### src/aps_pkg.sv
// shared constants for the adc power-mode sequencer, device and host ends
// assumes a single 100 MHz reference clock in both ends
package aps_pkg;
    // reference clock
    localparam int CLK_PERIOD_NS   = 10;
    // serial frame edge counts (serial-clock falling edges)
    localparam int EDGE_W          = 5;
    localparam logic [4:0] PD_WIN_LO    = 5'h02;
    localparam logic [4:0] PD_WIN_HI    = 5'h0A;
    localparam logic [4:0] TRACK_EDGES  = 5'h0D;
    localparam logic [4:0] FULL_EDGES   = 5'h10;
    localparam logic [4:0] LAST_EDGE    = 5'h0F;
    localparam logic [4:0] PD_BURST     = 5'h08;
    // frame layout: leading zeros, result, trailing zeros
    localparam int FRAME_W         = 16;
    localparam int LEAD_ZEROS      = 4;
    localparam int DATA_W_DEF      = 12;
    localparam int DATA_W_MAX      = 12;
    // power-up time, typical
    localparam int PWRUP_NS        = 1000;
    localparam int PWRUP_CYC       = (PWRUP_NS + CLK_PERIOD_NS - 1) / CLK_PERIOD_NS;
    // fastest serial clock the device accepts
    localparam int SCLK_MAX_MHZ    = 20;
    localparam int SCLK_MIN_HALF   = (500 / SCLK_MAX_MHZ + CLK_PERIOD_NS - 1) / CLK_PERIOD_NS;
    // host serial-clock half period, 80 ns period by default
    localparam int HALF_CYC_DEF    = 4;
    // host needs this many cycles per half so the synced data bit has settled
    localparam int HALF_CYC_MIN    = 4;
    // quiet interval after the data line releases
    localparam int QUIET_NS        = 50;
    localparam int QUIET_CYC       = (QUIET_NS + CLK_PERIOD_NS - 1) / CLK_PERIOD_NS;
    // device power states
    typedef enum logic [2:0] {
        ST_NORMAL = 3'b001,
        ST_PDOWN  = 3'b010,
        ST_WAKE   = 3'b100
    } aps_pwr_t;
    // host sequencer states
    typedef enum logic [3:0] {
        H_IDLE  = 4'b0001,
        H_SETUP = 4'b0010,
        H_RUN   = 4'b0100,
        H_QUIET = 4'b1000
    } aps_host_t;
endpackage

### src/aps_link_if.sv
// serial link between the converter and its host serial master
// assumes the bench joins both ends to one instance; no clock of its own
`timescale 1ns/100ps
interface aps_link_if;
    logic cs_n;
    logic sclk;
    logic serial_result_out;
    logic serial_result_oe;
    logic serial_result_line;
    // released line reads low, as a weak pull-down would leave it
    assign serial_result_line = serial_result_oe ? serial_result_out : 1'b0;
    modport device (
        input  cs_n,
        input  sclk,
        output serial_result_out,
        output serial_result_oe
    );
    modport host (
        output cs_n,
        output sclk,
        input  serial_result_line
    );
endinterface

### src/aps_dev.sv
// device end: power-mode sequencer of a serial-output converter
// assumes chip select and serial clock come from another domain and are
// sampled here at 100 MHz; the result word arrives on the same clock
`timescale 1ns/100ps
// Notes on behaviour
// rise in edges 2..9 powers down, releases data
// rise before edge 2 keeps normal mode
// select fall in power-down starts waking
// wake rise before edge 10 returns to power-down
// wake frame fully powers; next frame valid
// one dummy frame covers power-up time
// host waits quiet interval before next select
// wake: track resumes after first clock edge
// host may end dummy early after edge 10
// supply start either mode, already tracking; a power-down start holds from the first cycle after reset
// host runs one dummy frame after supply
// host may hold power-down with short frame
// supply power-up time equals wake time
// host uses power-down only at low rates
// normal: rise at edge 10+ stays powered
// sixteen clocks per frame; release at 16th
// count falling edges per frame, judge at rise
module aps_dev #(
    parameter int DATA_W    = aps_pkg::DATA_W_DEF,
    parameter int PWRUP_CYC = aps_pkg::PWRUP_CYC
) (
    input  wire logic              i_ref_clk,
    input  wire logic              i_rst,
    aps_link_if.device             lnk,
    input  wire logic [DATA_W-1:0] i_sample,
    input  wire logic              i_start_pd,
    output logic                   o_power_down,
    output logic                   o_fully_up,
    output logic                   o_tracking,
    output logic                   o_valid_frame
);
    localparam int TRAIL = aps_pkg::FRAME_W - aps_pkg::LEAD_ZEROS - DATA_W;

    // refuse widths the frame cannot carry
    generate
        if (DATA_W < 1 || DATA_W > aps_pkg::DATA_W_MAX) begin : g_bad_w
            $error("aps_dev: DATA_W out of range");
        end
        if (PWRUP_CYC < 1 || PWRUP_CYC > 65535) begin : g_bad_p
            $error("aps_dev: PWRUP_CYC out of range");
        end
    endgenerate

    logic [2:0]                       cs_sync_r;
    logic [2:0]                       sclk_sync_r;
    logic                             frame_r;
    logic [aps_pkg::EDGE_W-1:0]       edge_cnt_r;
    aps_pkg::aps_pwr_t                state_r;
    logic                             strap_done_r;
    logic [15:0]                      pwr_cnt_r;
    logic                             fully_up_r;
    logic [aps_pkg::FRAME_W-1:0]      shift_r;
    logic                             sdo_r;
    logic                             sdo_oe_r;
    logic                             track_r;
    logic                             valid_r;
    logic                             pd_out_r;
    logic                             cs_fall;
    logic                             cs_rise;
    logic                             sclk_fall;
    logic                             sclk_rise;
    logic                             in_window;
    logic                             enter_pd;
    logic                             wake_done;
    logic [aps_pkg::FRAME_W-1:0]      frame_word;

    // two-flop synchronisers; bit 2 only serves the edge detectors
    always_ff @(posedge i_ref_clk) begin
        if (i_rst) begin
            cs_sync_r   <= 3'h7;
            sclk_sync_r <= 3'h7;
        end else begin
            cs_sync_r   <= {cs_sync_r[1:0], lnk.cs_n};
            sclk_sync_r <= {sclk_sync_r[1:0], lnk.sclk};
        end
    end

    // edges seen on the synchronised pins
    assign cs_fall   = cs_sync_r[2] & ~cs_sync_r[1];
    assign cs_rise   = ~cs_sync_r[2] & cs_sync_r[1];
    assign sclk_fall = frame_r & sclk_sync_r[2] & ~sclk_sync_r[1];
    assign sclk_rise = frame_r & ~sclk_sync_r[2] & sclk_sync_r[1];

    // power-down entry window on the count held at the select rise
    assign in_window = (edge_cnt_r >= aps_pkg::PD_WIN_LO) &&
                       (edge_cnt_r < aps_pkg::PD_WIN_HI);

    // every path into power-down, strap included
    assign enter_pd = (!strap_done_r && i_start_pd) ||
                      (strap_done_r && state_r == aps_pkg::ST_NORMAL &&
                       frame_r && cs_rise && in_window) ||
                      (strap_done_r && state_r == aps_pkg::ST_WAKE &&
                       cs_rise && edge_cnt_r < aps_pkg::PD_WIN_HI);

    // a wake frame that runs its full sixteen clocks ends power-up
    assign wake_done = state_r == aps_pkg::ST_WAKE && sclk_fall &&
                       edge_cnt_r == aps_pkg::LAST_EDGE;

    // result word, left aligned behind the leading zeros
    assign frame_word = (TRAIL > 0) ?
        aps_pkg::FRAME_W'({{aps_pkg::LEAD_ZEROS{1'b0}}, i_sample} << TRAIL) :
        aps_pkg::FRAME_W'({{aps_pkg::LEAD_ZEROS{1'b0}}, i_sample});

    // frame window between select fall and rise
    always_ff @(posedge i_ref_clk) begin
        if (i_rst) begin
            frame_r <= 1'b0;
        end else if (cs_fall) begin
            frame_r <= 1'b1;
        end else if (cs_rise) begin
            frame_r <= 1'b0;
        end
    end

    // falling-edge count per frame, saturates at sixteen
    always_ff @(posedge i_ref_clk) begin
        if (i_rst) begin
            edge_cnt_r <= '0;
        end else if (cs_fall) begin
            edge_cnt_r <= '0;
        end else if (sclk_fall && edge_cnt_r != aps_pkg::FULL_EDGES) begin
            edge_cnt_r <= edge_cnt_r + 5'h01;
        end
    end

    // supply-start mode is caught in the first cycle after reset release
    always_ff @(posedge i_ref_clk) begin
        if (i_rst) begin
            strap_done_r <= 1'b0;
        end else begin
            strap_done_r <= 1'b1;
        end
    end

    // power state, judged at the select edges and at the supply-start strap
    always_ff @(posedge i_ref_clk) begin
        if (i_rst) begin
            state_r <= aps_pkg::ST_NORMAL;
        end else if (enter_pd) begin
            state_r <= aps_pkg::ST_PDOWN;
        end else if (strap_done_r) begin
            case (state_r)
                aps_pkg::ST_NORMAL: begin
                    state_r <= aps_pkg::ST_NORMAL;
                end
                aps_pkg::ST_PDOWN: begin
                    if (cs_fall) begin
                        state_r <= aps_pkg::ST_WAKE;
                    end
                end
                aps_pkg::ST_WAKE: begin
                    // past the tenth edge the wake sticks
                    if (cs_rise) begin
                        state_r <= aps_pkg::ST_NORMAL;
                    end
                end
                default: begin
                    state_r <= aps_pkg::ST_NORMAL;
                end
            endcase
        end
    end

    // power-up timer runs from reset and from each wake; one microsecond
    // can outlast a dummy frame cut short after edge 10; a full wake frame ends it at its 16th fall, so one full frame suffices
    always_ff @(posedge i_ref_clk) begin
        if (i_rst) begin
            pwr_cnt_r  <= '0;
            fully_up_r <= 1'b0;
        end else if (enter_pd || state_r == aps_pkg::ST_PDOWN) begin
            pwr_cnt_r  <= '0;
            fully_up_r <= 1'b0;
        end else if (!fully_up_r) begin
            if (wake_done || pwr_cnt_r == 16'(PWRUP_CYC - 1)) begin
                fully_up_r <= 1'b1;
            end
            pwr_cnt_r <= pwr_cnt_r + 16'h0001;
        end
    end

    // data line: driven from select fall, released at the 16th fall or
    // at an early select rise, whichever comes first
    always_ff @(posedge i_ref_clk) begin
        if (i_rst) begin
            shift_r  <= '0;
            sdo_r    <= 1'b0;
            sdo_oe_r <= 1'b0;
        end else if (cs_fall) begin
            shift_r  <= {frame_word[aps_pkg::FRAME_W-2:0], 1'b0};
            sdo_r    <= frame_word[aps_pkg::FRAME_W-1];
            sdo_oe_r <= 1'b1;
        end else if (cs_rise) begin
            sdo_oe_r <= 1'b0;
        end else if (sclk_fall) begin
            sdo_r   <= shift_r[aps_pkg::FRAME_W-1];
            shift_r <= {shift_r[aps_pkg::FRAME_W-2:0], 1'b0};
            if (edge_cnt_r == aps_pkg::LAST_EDGE) begin
                sdo_oe_r <= 1'b0;
            end
        end
    end

    // track-and-hold: holds from select fall and through power-down
    always_ff @(posedge i_ref_clk) begin
        if (i_rst) begin
            track_r <= 1'b1;
        end else if (enter_pd) begin
            track_r <= 1'b0;
        end else if (cs_fall) begin
            track_r <= 1'b0;
        end else if (state_r == aps_pkg::ST_WAKE && (sclk_fall || sclk_rise)) begin
            track_r <= 1'b1;
        end else if (sclk_rise && edge_cnt_r >= aps_pkg::TRACK_EDGES) begin
            track_r <= 1'b1;
        end else if (cs_rise && state_r == aps_pkg::ST_NORMAL) begin
            // terminated conversion goes back to acquiring
            track_r <= 1'b1;
        end
    end

    // a frame carries a valid result only once fully powered
    always_ff @(posedge i_ref_clk) begin
        if (i_rst) begin
            valid_r  <= 1'b0;
            pd_out_r <= 1'b0;
        end else begin
            if (cs_fall) begin
                valid_r <= state_r == aps_pkg::ST_NORMAL && fully_up_r;
            end
            pd_out_r <= state_r == aps_pkg::ST_PDOWN;
        end
    end

    assign lnk.serial_result_out = sdo_r;
    assign lnk.serial_result_oe  = sdo_oe_r;
    assign o_power_down          = pd_out_r;
    assign o_fully_up            = fully_up_r;
    assign o_tracking            = track_r;
    assign o_valid_frame         = valid_r;
endmodule

### src/flat_wrapper.sv
// flat-port wrapper written by rule: the top's interface ports become plain ports
module aps_dev_flat 
#(
    parameter int DATA_W    = aps_pkg::DATA_W_DEF,
    parameter int PWRUP_CYC = aps_pkg::PWRUP_CYC
)
  (i_ref_clk, i_rst, i_sample, i_start_pd, o_power_down, o_fully_up, o_tracking, o_valid_frame, lnk_cs_n, lnk_sclk, lnk_serial_result_out, lnk_serial_result_oe);
  aps_link_if lnk_i ();
  input  wire logic i_ref_clk;
  input  wire logic i_rst;
  input  wire logic [DATA_W-1:0] i_sample;
  input  wire logic i_start_pd;
  output logic o_power_down;
  output logic o_fully_up;
  output logic o_tracking;
  output logic o_valid_frame;
  input wire logic [$bits(lnk_i.cs_n)-1:0] lnk_cs_n;
  input wire logic [$bits(lnk_i.sclk)-1:0] lnk_sclk;
  output wire logic [$bits(lnk_i.serial_result_out)-1:0] lnk_serial_result_out;
  output wire logic [$bits(lnk_i.serial_result_oe)-1:0] lnk_serial_result_oe;
  assign lnk_i.cs_n = lnk_cs_n;
  assign lnk_i.sclk = lnk_sclk;
  assign lnk_serial_result_out = lnk_i.serial_result_out;
  assign lnk_serial_result_oe = lnk_i.serial_result_oe;
  aps_dev #(.DATA_W(DATA_W), .PWRUP_CYC(PWRUP_CYC)) u_core (.i_ref_clk(i_ref_clk), .i_rst(i_rst), .lnk(lnk_i), .i_sample(i_sample), .i_start_pd(i_start_pd), .o_power_down(o_power_down), .o_fully_up(o_fully_up), .o_tracking(o_tracking), .o_valid_frame(o_valid_frame));
endmodule
### config.mk
export PLATFORM = sky130hd
export DESIGN_NAME = aps_dev_flat
export DESIGN_NICKNAME = d
export VERILOG_FILES = /design/src/aps_pkg.sv /design/src/aps_link_if.sv /design/src/aps_dev.sv /design/src/flat_wrapper.sv
export SDC_FILE = /design/constraint.sdc
export NUM_CORES = 1
export LEC_CHECK = 0
export ABC_AREA = 1
export BUFFER_PORTS_ARGS = -buffer_cell sky130_fd_sc_hd__buf_2
export CAP_MARGIN = 20
export CORE_UTILIZATION = 45
export CTS_CLUSTER_SIZE = 24
export DETAILED_ROUTE_END_ITERATION = 10
export GPL_ROUTABILITY_DRIVEN = 0
export SYNTH_ARGS = -nofsm -noshare
export SYNTH_HDL_FRONTEND = slang
export SYNTH_SLANG_ARGS = --single-unit
### constraint.sdc
create_clock -name i_ref_clk -period 1.4 [get_ports i_ref_clk]
set_input_delay 0.07 -clock i_ref_clk [delete_from_list [all_inputs] [get_ports i_ref_clk]]
set_output_delay 0.07 -clock i_ref_clk [all_outputs]
set_load 0.05 [all_outputs]
==> results.md, run 1 <==
- The data arrival time of the critical path is 1.58 ns.
- For this run, the detailed router's first-pass iteration total came to 4.
- The total via count after detailed routing is 2206.
- After routing, the total negative slack on setup checks comes to 0 ns.
- The number of nets at the end of the flow is 409.
- The peak fanout along the critical path is 4.
- The destination of the worst hold path is u_core.shift_r[1].
- The post-detailed-placement half-perimeter wirelength is approximately 3600 µm.
- Ranked by instance count, the synthesized netlist is headed by 86 x sky130_fd_sc_hd__nand2_1, 53 x sky130_fd_sc_hd__dfxtp_1, 44 x sky130_fd_sc_hd__nor2_1.
- The synthesized netlist contains 32 unique library cells.
- The number of max-slew violations in the final report is 0.
- Synthesis inferred 53 register bits.
- Yosys mapped a number of flops with a built-in enable equal to 0.
- The die covers about 5800 µm².
- TritonCTS created 5 clock buffers.
- The worst hold path begins at i_sample[0].
- The run finished with clean final reports.
- In this run the deepest clock path goes through 2 buffers.
- The placed instance area is 2800 µm².
- Measured along the y axis, the die boundary spans 76.1 µm.
- After synthesis, the share of flip-flops with an asynchronous set or reset is 0%.
- The maximum vdd ir drop is 584 µV.
- On the final layout, the worst hold slack is 0.0125 ns.
- The post-layout total power is 2.87 mW.
- For the pin with the worst max-slew slack, the measured transition is 0.289 ns.
- The first global-routing pass estimated between 8000 and 9000 µm of wire.
- For this design, the sink count on the clock tree is 53.
- Clock tree synthesis selected as its root buffer the cell sky130_fd_sc_hd__clkbuf_8.
- For this block, the routed nets add up to 5290 µm of wire.
- In this run the biggest area consumer among cell types represents 42.9% of the synthesized area.
- The number of max-cap violations is 0.
- Dividing the detail-routed wire length by the instance count gives 11.6 µm.
- The slack of the worst reg-to-reg path is roughly 0.063 ns.
- The time the final worst path needs with I/O delays and setup is 1.34 ns.
- The cell area after layout is a little over 3000 µm².
- TritonCTS built the clock tree.
- The endpoint required time on the critical path is approximately 1.7 ns.
- Clock latency on the worst-skew pair, taken at its later pin, is 0.31 ns.
- The depth of the CTS H-tree is 2.
- In the global route stage, overall resource usage came out at a little under a fifth.
- The part of the Yosys area used for sequential elements is a little over two fifths.
- The number of instances on the worst hold path is 3.
- The area of the core is 5200 µm².
- After technology mapping, the gate count stands at roughly 340.
- The post-synthesis to final-layout area growth is 24.4%.
- For this design the static power due to leakage is 1.24 nW.
- The number of routed nets with antenna violations is 0.
- Entering global routing, the biggest net connects 23 pins.
- The worst setup path is captured at a register.
- In this run the critical register-to-register path is launched from u_core.pwr_cnt_r[0].
- The logic depth of the worst register-to-register path is 9.
- The number of design-rule violations left by the first detailed-router iteration is 61.
- The post-place setup slack is -0.0399 ns.
- The sort of element at the start of the critical path is a register.
- The cell taking the most area after synthesis is sky130_fd_sc_hd__dfxtp_1.
- After clock tree synthesis, the clock-pin slew on the worst setup and hold paths is 0.10 ns.
- 23 I/O pins were placed.
- The netlist area before placement is 2470 µm².
- Setup slack closes at 0.0633 ns.
- The via count of the first global-routing pass is 2015.
- The timing-limited maximum frequency is 0.748 GHz.
- The initial utilization of the core area, before any placement, comes to 47.5%.
- The critical register-to-register path endpoint is u_core.pwr_cnt_r[14].
- The worst clock skew on the final layout is 0.00712 ns.
- By area the synthesized netlist is led by sky130_fd_sc_hd__dfxtp_1 43%, sky130_fd_sc_hd__nand2_1 13%, sky130_fd_sc_hd__nor2_1 6.7%, sky130_fd_sc_hd__o21ai_0 5.7%, sky130_fd_sc_hd__inv_1 4.4%.
- The count of input and output buffers is 22.
- The critical path in this run is classified as reg -> reg.
- The type of the most critical hold path is in -> reg.
- The count of inserted antenna diode cells is 0.
- In the routed layout, each cell is associated on average with a via count of 4.85.
- The most instantiated flip-flop cell in the synthesis netlist is sky130_fd_sc_hd__dfxtp_1.
- The Yosys step of the flow raised 0 warnings.
- The site row count is 26.
- The mean cell area of the mapped netlist is between 7 and 8 µm².
- Measured along the x axis, the die boundary spans 76.1 µm.
- Setup repair after global routing could not meet its margin everywhere.
- The count of final hold-check violations is 0.
- The most common cell in the synthesized netlist is sky130_fd_sc_hd__nand2_1.
- The part of the cycle the worst path needs is 95.5%.
- The power density normalized to cell area is 934 nW/µm².
- Setup violations remaining at the end of the flow were counted as 0.
- After detailed routing, the number of remaining DRC violations is 0.
- The post-synth net total is 362.
- The headroom to the max-slew limit is 80.5%.
- The share of final-layout standard cells stronger than drive strength 1 is 27.5%.
- The initial antenna violation count is 0.
- The overall overflow remaining after global route is 0.
-- final cells by class --
type	instances	area, µm²
fillers	499	2130
repair buffers	46	329
clock buffers	5	68.8
well taps	70	87.6
clock inverters	2	38.8
inverters	32	120
flip-flops and latches	53	1080
multi-input cells	247	1350
-- metal layers --
| metal | part of all wire (%) | global-route usage, % | vias up |
|---|---|---|---|
| li1 | - | - | 1181 |
| met1 | 50 | 25.2 | 970 |
| met2 | 44 | 30.4 | 45 |
| met3 | 3.9 | 3.59 | 10 |
| met4 | 1.8 | 5.77 | 0 |
| met5 | 0 | 0 | - |
-- state kept, by name, summed over array words and instances (netlist names), 3 cells and up --
register            cells
u_core.edge_cnt_r       5
u_core.sclk_sync_r      3
u_core.state_r          3
u_core.cs_sync_r        3
u_core.pwr_cnt_r       16
u_core.shift_r         15
-- cells in the final DEF, fill, tap and decap left out, types with 10 or more instances in the layout --
master	n
sky130_fd_sc_hd__nand3_1	13
sky130_fd_sc_hd__dfxtp_1	41
sky130_fd_sc_hd__nand2_1	84
sky130_fd_sc_hd__buf_2	22
sky130_fd_sc_hd__buf_4	19
sky130_fd_sc_hd__a21oi_1	10
sky130_fd_sc_hd__nor2_1	41
sky130_fd_sc_hd__a31oi_1	11
sky130_fd_sc_hd__dfxtp_2	11
sky130_fd_sc_hd__o21ai_0	24
sky130_fd_sc_hd__inv_1	25
-- report_power, final --
group	switching, mW	leakage (nW)	internal [mW]
Clock	0.515	0.0546	0.530
Sequential	0.0265	0.434	1.55
Combinational	0.140	0.748	0.116
Total	0.682	1.24	2.19
-- cell families after synthesis --
| logic type | after synthesis | share of synthesized area (%) |
|---|---|---|
| simple gates | 176 | 32.1 |
| flops | 53 | 42.9 |
| buf+inv | 39 | 6.43 |
| compound gates | 57 | 12.9 |
| fa+ha+maj | 7 | 3.54 |
| xor+xnor | 6 | 2.13 |
-- worst max-delay path, stage by stage (launching register included) --
cell and delay (ns):
sky130_fd_sc_hd__dfxtp_2 0.37, sky130_fd_sc_hd__ha_4 0.15, sky130_fd_sc_hd__nand2_2 0.06, sky130_fd_sc_hd__nor2_4 0.14, sky130_fd_sc_hd__nand4_4 0.14, sky130_fd_sc_hd__nor2_4 0.16
sky130_fd_sc_hd__nand2_1 0.06, sky130_fd_sc_hd__nand2_1 0.05, sky130_fd_sc_hd__nand2_1 0.05, sky130_fd_sc_hd__nor2_1 0.09
-- how the worst max path moves through the flow --
stage / start / end / slack (ns) / cells past startpoint
finish: u_core.pwr_cnt_r[0] / u_core.pwr_cnt_r[14] / 0.06 / 9
detailed placement: u_core.cs_sync_r[2] / u_core.state_r[0] / -0.04 / 8
CTS: u_core.cs_sync_r[2] / u_core.pwr_cnt_r[13] / 0.001 / 8
floorplan: u_core.cs_sync_r[2] / u_core.o_fully_up / 0.09 / 8
global placement: u_core.cs_sync_r[2] / u_core.state_r[0] / -0.03 / 8
global route: u_core.pwr_cnt_r[0] / u_core.pwr_cnt_r[14] / -0.07 / 9
-- through the flow --
step                      util, %  std cells
final                        59.1        455
after global placement       53.7        443
after floorplan                 -        338
after global routing         59.1        455
after detailed placement     53.7        443
after CTS                    56.3        452
-- repair_timing --
action	4_1_cts	5_1_grt
setup buffers	0	1
endpoints found under the setup margin	25	42
cloned	0	2
gates resized for setup	5	38
endpoints found under the hold margin	2	0
hold buffers	2	0
pin swaps	0	4
Power figures use the tool's default switching activity.
==> inputs of run 2 (changes only) <==
Settings changed: ABC_AREA 1 to default, CELL_PAD_IN_SITES_DETAIL_PLACEMENT from default to 0, CELL_PAD_IN_SITES_GLOBAL_PLACEMENT from default to 1, PLACE_DENSITY_LB_ADDON from default to 0.1, SKIP_CTS_REPAIR_TIMING from default to 1.
==> results.md, run 2 <==
- Dividing the synthesized area by the synthesized cell count gives 9.19 µm².
- The number of routed nets with antenna violations is 0.
- The number of max-cap violations is 0.
- Counting flops with a built-in enable in the synthesized netlist gives 0.
- In the routed layout, each cell is associated on average with a via count of ~5.2.
- The worst-case IR drop observed on VDD is 724 µV.
- For this run, the leading register cell type out of synthesis is sky130_fd_sc_hd__dfxtp_1.
- The post-synthesis to final-layout area growth is 29.6%.
- The I/O pin total is 23.
- The die covers between 5000 and 6000 µm².
- The tightest min-delay check is of the in -> reg type.
- The register with the most flip-flops in the layout has 16 of them.
- The CTS root buffer is sky130_fd_sc_hd__clkbuf_8.
- The count of input and output buffers is 22.
- The number of clock sinks seen by CTS is 53.
- The data arrival time of the critical path is 1.90 ns.
- The final reports fail on negative setup slack.
- The synthesized design spends more area on one cell type than any other, namely sky130_fd_sc_hd__dfxtp_1.
- In the global route stage, overall resource usage came out at roughly 19%.
- For this block, the routed nets add up to 5260 µm of wire.
- STA classifies the critical path endpoint as a register.
- The number of nets in the synthesized netlist is 283.
- From left edge to right edge, the die measures 74.7 µm.
- The analysis attributes to cell leakage a power of 1.20 nW.
- The slack of the worst reg-to-reg path is -0.25 ns.
- The total via count after detailed routing is approximately 2000.
- The actual transition at the worst max-transition pin is 0.331 ns.
- The insertion delay of the later-clocked pin in the worst-skew pair is approximately 0.30 ns.
- After floorplanning, the core was sized to cover 5110 µm².
- The wire length per cell is 13.5 µm.
- Setup repair after global routing could not meet its margin everywhere.
- Measured against its own limit, the worst slew margin works out to 77.8%.
- The yosys synthesis warning count is 0.
- Synthesis inferred 53 register bits.
- The run finished, with violations left.
- The number of cells on the worst reg-to-reg path is 5.
- The initial antenna violation count is 0.
- Counting flops with an async set or reset pin after synthesis yields a share of 0%.
- The total of endpoints with negative setup slack in the final report is 21.
- The depth of the CTS H-tree is 2.
- The dominant cell by count in the synthesized netlist is sky130_fd_sc_hd__dfxtp_1.
- The first global-routing pass estimated 8180 µm of wire.
- The count of inserted antenna diode cells is 0.
- The post-detailed-placement half-perimeter wirelength is roughly 3700 µm.
- STA puts the critical path data required time at between 1.5 and 2 ns.
- The pin count of the biggest net entering global routing is 24.
- The site row count is 26.
- The detailed-router iteration count before antenna repair is 4.
- For this run, design rule violations remaining after detail routing come to 0.
- After synthesis, flip-flops and latches occupy 44.6% of the total area.
- The worst setup path startpoint is u_core.edge_cnt_r[1].
- The part of the cycle the worst path needs is 118%.
- Summed over all layers, the global routing overflow is 0.
- The count of final hold-check violations is 0.
- The capturing instance or port of the critical path is u_core.pwr_cnt_r[15].
- The area fraction of the dominant cell type after synthesis is 44.6%.
- The number of nets at the end of the flow is ~340.
- The worst register-to-register path ends at u_core.pwr_cnt_r[15].
- The setup TNS is -4.62 ns.
- In the layout the commonest cells are 49 x sky130_fd_sc_hd__dfxtp_1, 40 x sky130_fd_sc_hd__buf_4, 34 x sky130_fd_sc_hd__nor2_1.
- The share of final-layout standard cells stronger than drive strength 1 is 31.6%.
- Ranked by total cell area, the synthesized netlist is headed by sky130_fd_sc_hd__dfxtp_1 45%, sky130_fd_sc_hd__mux2i_1 5.9%, sky130_fd_sc_hd__nor2_1 5.4%, sky130_fd_sc_hd__a211oi_1 3.8%, sky130_fd_sc_hd__ha_1 3.7%.
- The via count of the first global-routing pass is between 1500 and 2000.
- The worst register-to-register path begins at u_core.edge_cnt_r[1].
- The total CTS buffers is 5.
- The clock tree from TritonCTS is yes.
- The netlist area before placement is about 2400 µm².
- The peak fanout along the critical path is 17.
- The worst setup path is launched from a register.
- Clock-pin slew was measured on the worst setup and hold paths at 0.09 ns.
- The largest registers in the layout are u_core.pwr_cnt_r: 16 flops, u_core.shift_r: 15 flops, u_core.edge_cnt_r: 5 flops.
- Synthesis produced a netlist whose cell count is 259.
- The die is roughly 75 µm tall.
- The post-place setup slack is -0.267 ns.
- The starting density of the core is 46.6%.
- The fill cell total of the finished layout is 480.
- Along the worst hold path, the cell count comes to 3.
- After synthesis, the netlist uses 42 different library cells.
- The startpoint of the worst hold path is i_sample[0].
- The most flop-heavy register is u_core.pwr_cnt_r.
- Sorting the synthesized cells by how often they occur yields 53 x sky130_fd_sc_hd__dfxtp_1, 34 x sky130_fd_sc_hd__nor2_1, 14 x sky130_fd_sc_hd__mux2i_1.
- The number of max-slew violations in the final report is 0.
- The number of design-rule violations left by the first detailed-router iteration is 57.
- The critical path is of the reg -> reg type.
- The timing-limited maximum frequency is 0.604 GHz.
- The power density normalized to cell area is 876 nW/µm².
- On the final layout, the worst clock skew is 0.00738 ns.
- The maximum buffer depth of the clock tree is 2.
- Once routing completed, OpenROAD measured the worst setup slack at -0.254 ns.
- The most common library cell in the layout ignoring fill and taps is sky130_fd_sc_hd__dfxtp_1.
- The time the final worst path needs with I/O delays and setup is 1.65 ns.
-- run 2: cell type report --
class	count	area, µm²	share of cell area, %
Inverter	9	33.8	1.09
Timing Repair Buffer	67	495	16.1
Clock buffer	7	86.3	2.80
Multi-Input combinational cell	184	1320	42.7
Sequential cell	53	1070	34.5
Tap cell	70	87.6	2.84
-- run 2: where the power goes --
group | leakage [nW] | switching, mW | internal (mW)
registers | 0.433 | 0.0273 | 1.55
clock network | 0.0443 | 0.479 | 0.394
logic | 0.721 | 0.130 | 0.128
total | 1.20 | 0.636 | 2.07
-- run 2: kinds of logic after synthesis --
kind of cell / Yosys count / share of synthesized area [%]
AOI/OAI and AO/OA: 46 / 12.7
xor gates and xnor gates: 17 / 6.25
adders and majority gates: 7 / 3.68
buffers and inverters: 22 / 4.26
DFF: 53 / 44.6
muxes: 14 / 5.89
and+or+nand+nor: 100 / 22.7
-- run 2: per-layer routing --
layer	share of wire (%)	vias to the layer above	wire, µm	global-route usage (%)
met4	1.2	0	64	7.55
met2	48	22	2530	32.3
met5	0	-	0	0
li1	-	1044	-	-
met1	49	963	2560	24.6
met3	2.1	5	112	4.42
-- run 2: worst min-delay path by stage --
stage	end	slack, ns
floorplan	u_core.cs_sync_r[0]	0.17
global placement	u_core.sclk_sync_r[0]	0.25
detailed placement	u_core.sclk_sync_r[0]	0.26
CTS	u_core.sclk_sync_r[0]	-0.07
global route	u_core.shift_r[1]	0.04
finish	u_core.shift_r[1]	0.04
-- run 2: through the flow --
step                      cells  instance area (µm²)  utilization (%)  hold WS [ns]  power [mW]
after floorplan             259                 2390                -         0.174        1.75
after global placement      378                 2840             55.6         0.255        1.84
after detailed placement    378                 2840             55.6         0.263        1.84
after CTS                   385                 2930             57.3       -0.0652        2.72
after global routing        390                 3090             60.4        0.0395        2.82
final                       390                 3090             60.4        0.0412        2.70
-- run 2: critical path, stage by stage, from the launching register on --
cell                      delay [ns]
sky130_fd_sc_hd__dfxtp_2        0.33
sky130_fd_sc_hd__or4_4          0.52
sky130_fd_sc_hd__a31o_1         0.20
sky130_fd_sc_hd__a211o_1        0.29
sky130_fd_sc_hd__buf_12         0.16
sky130_fd_sc_hd__a21oi_2        0.09
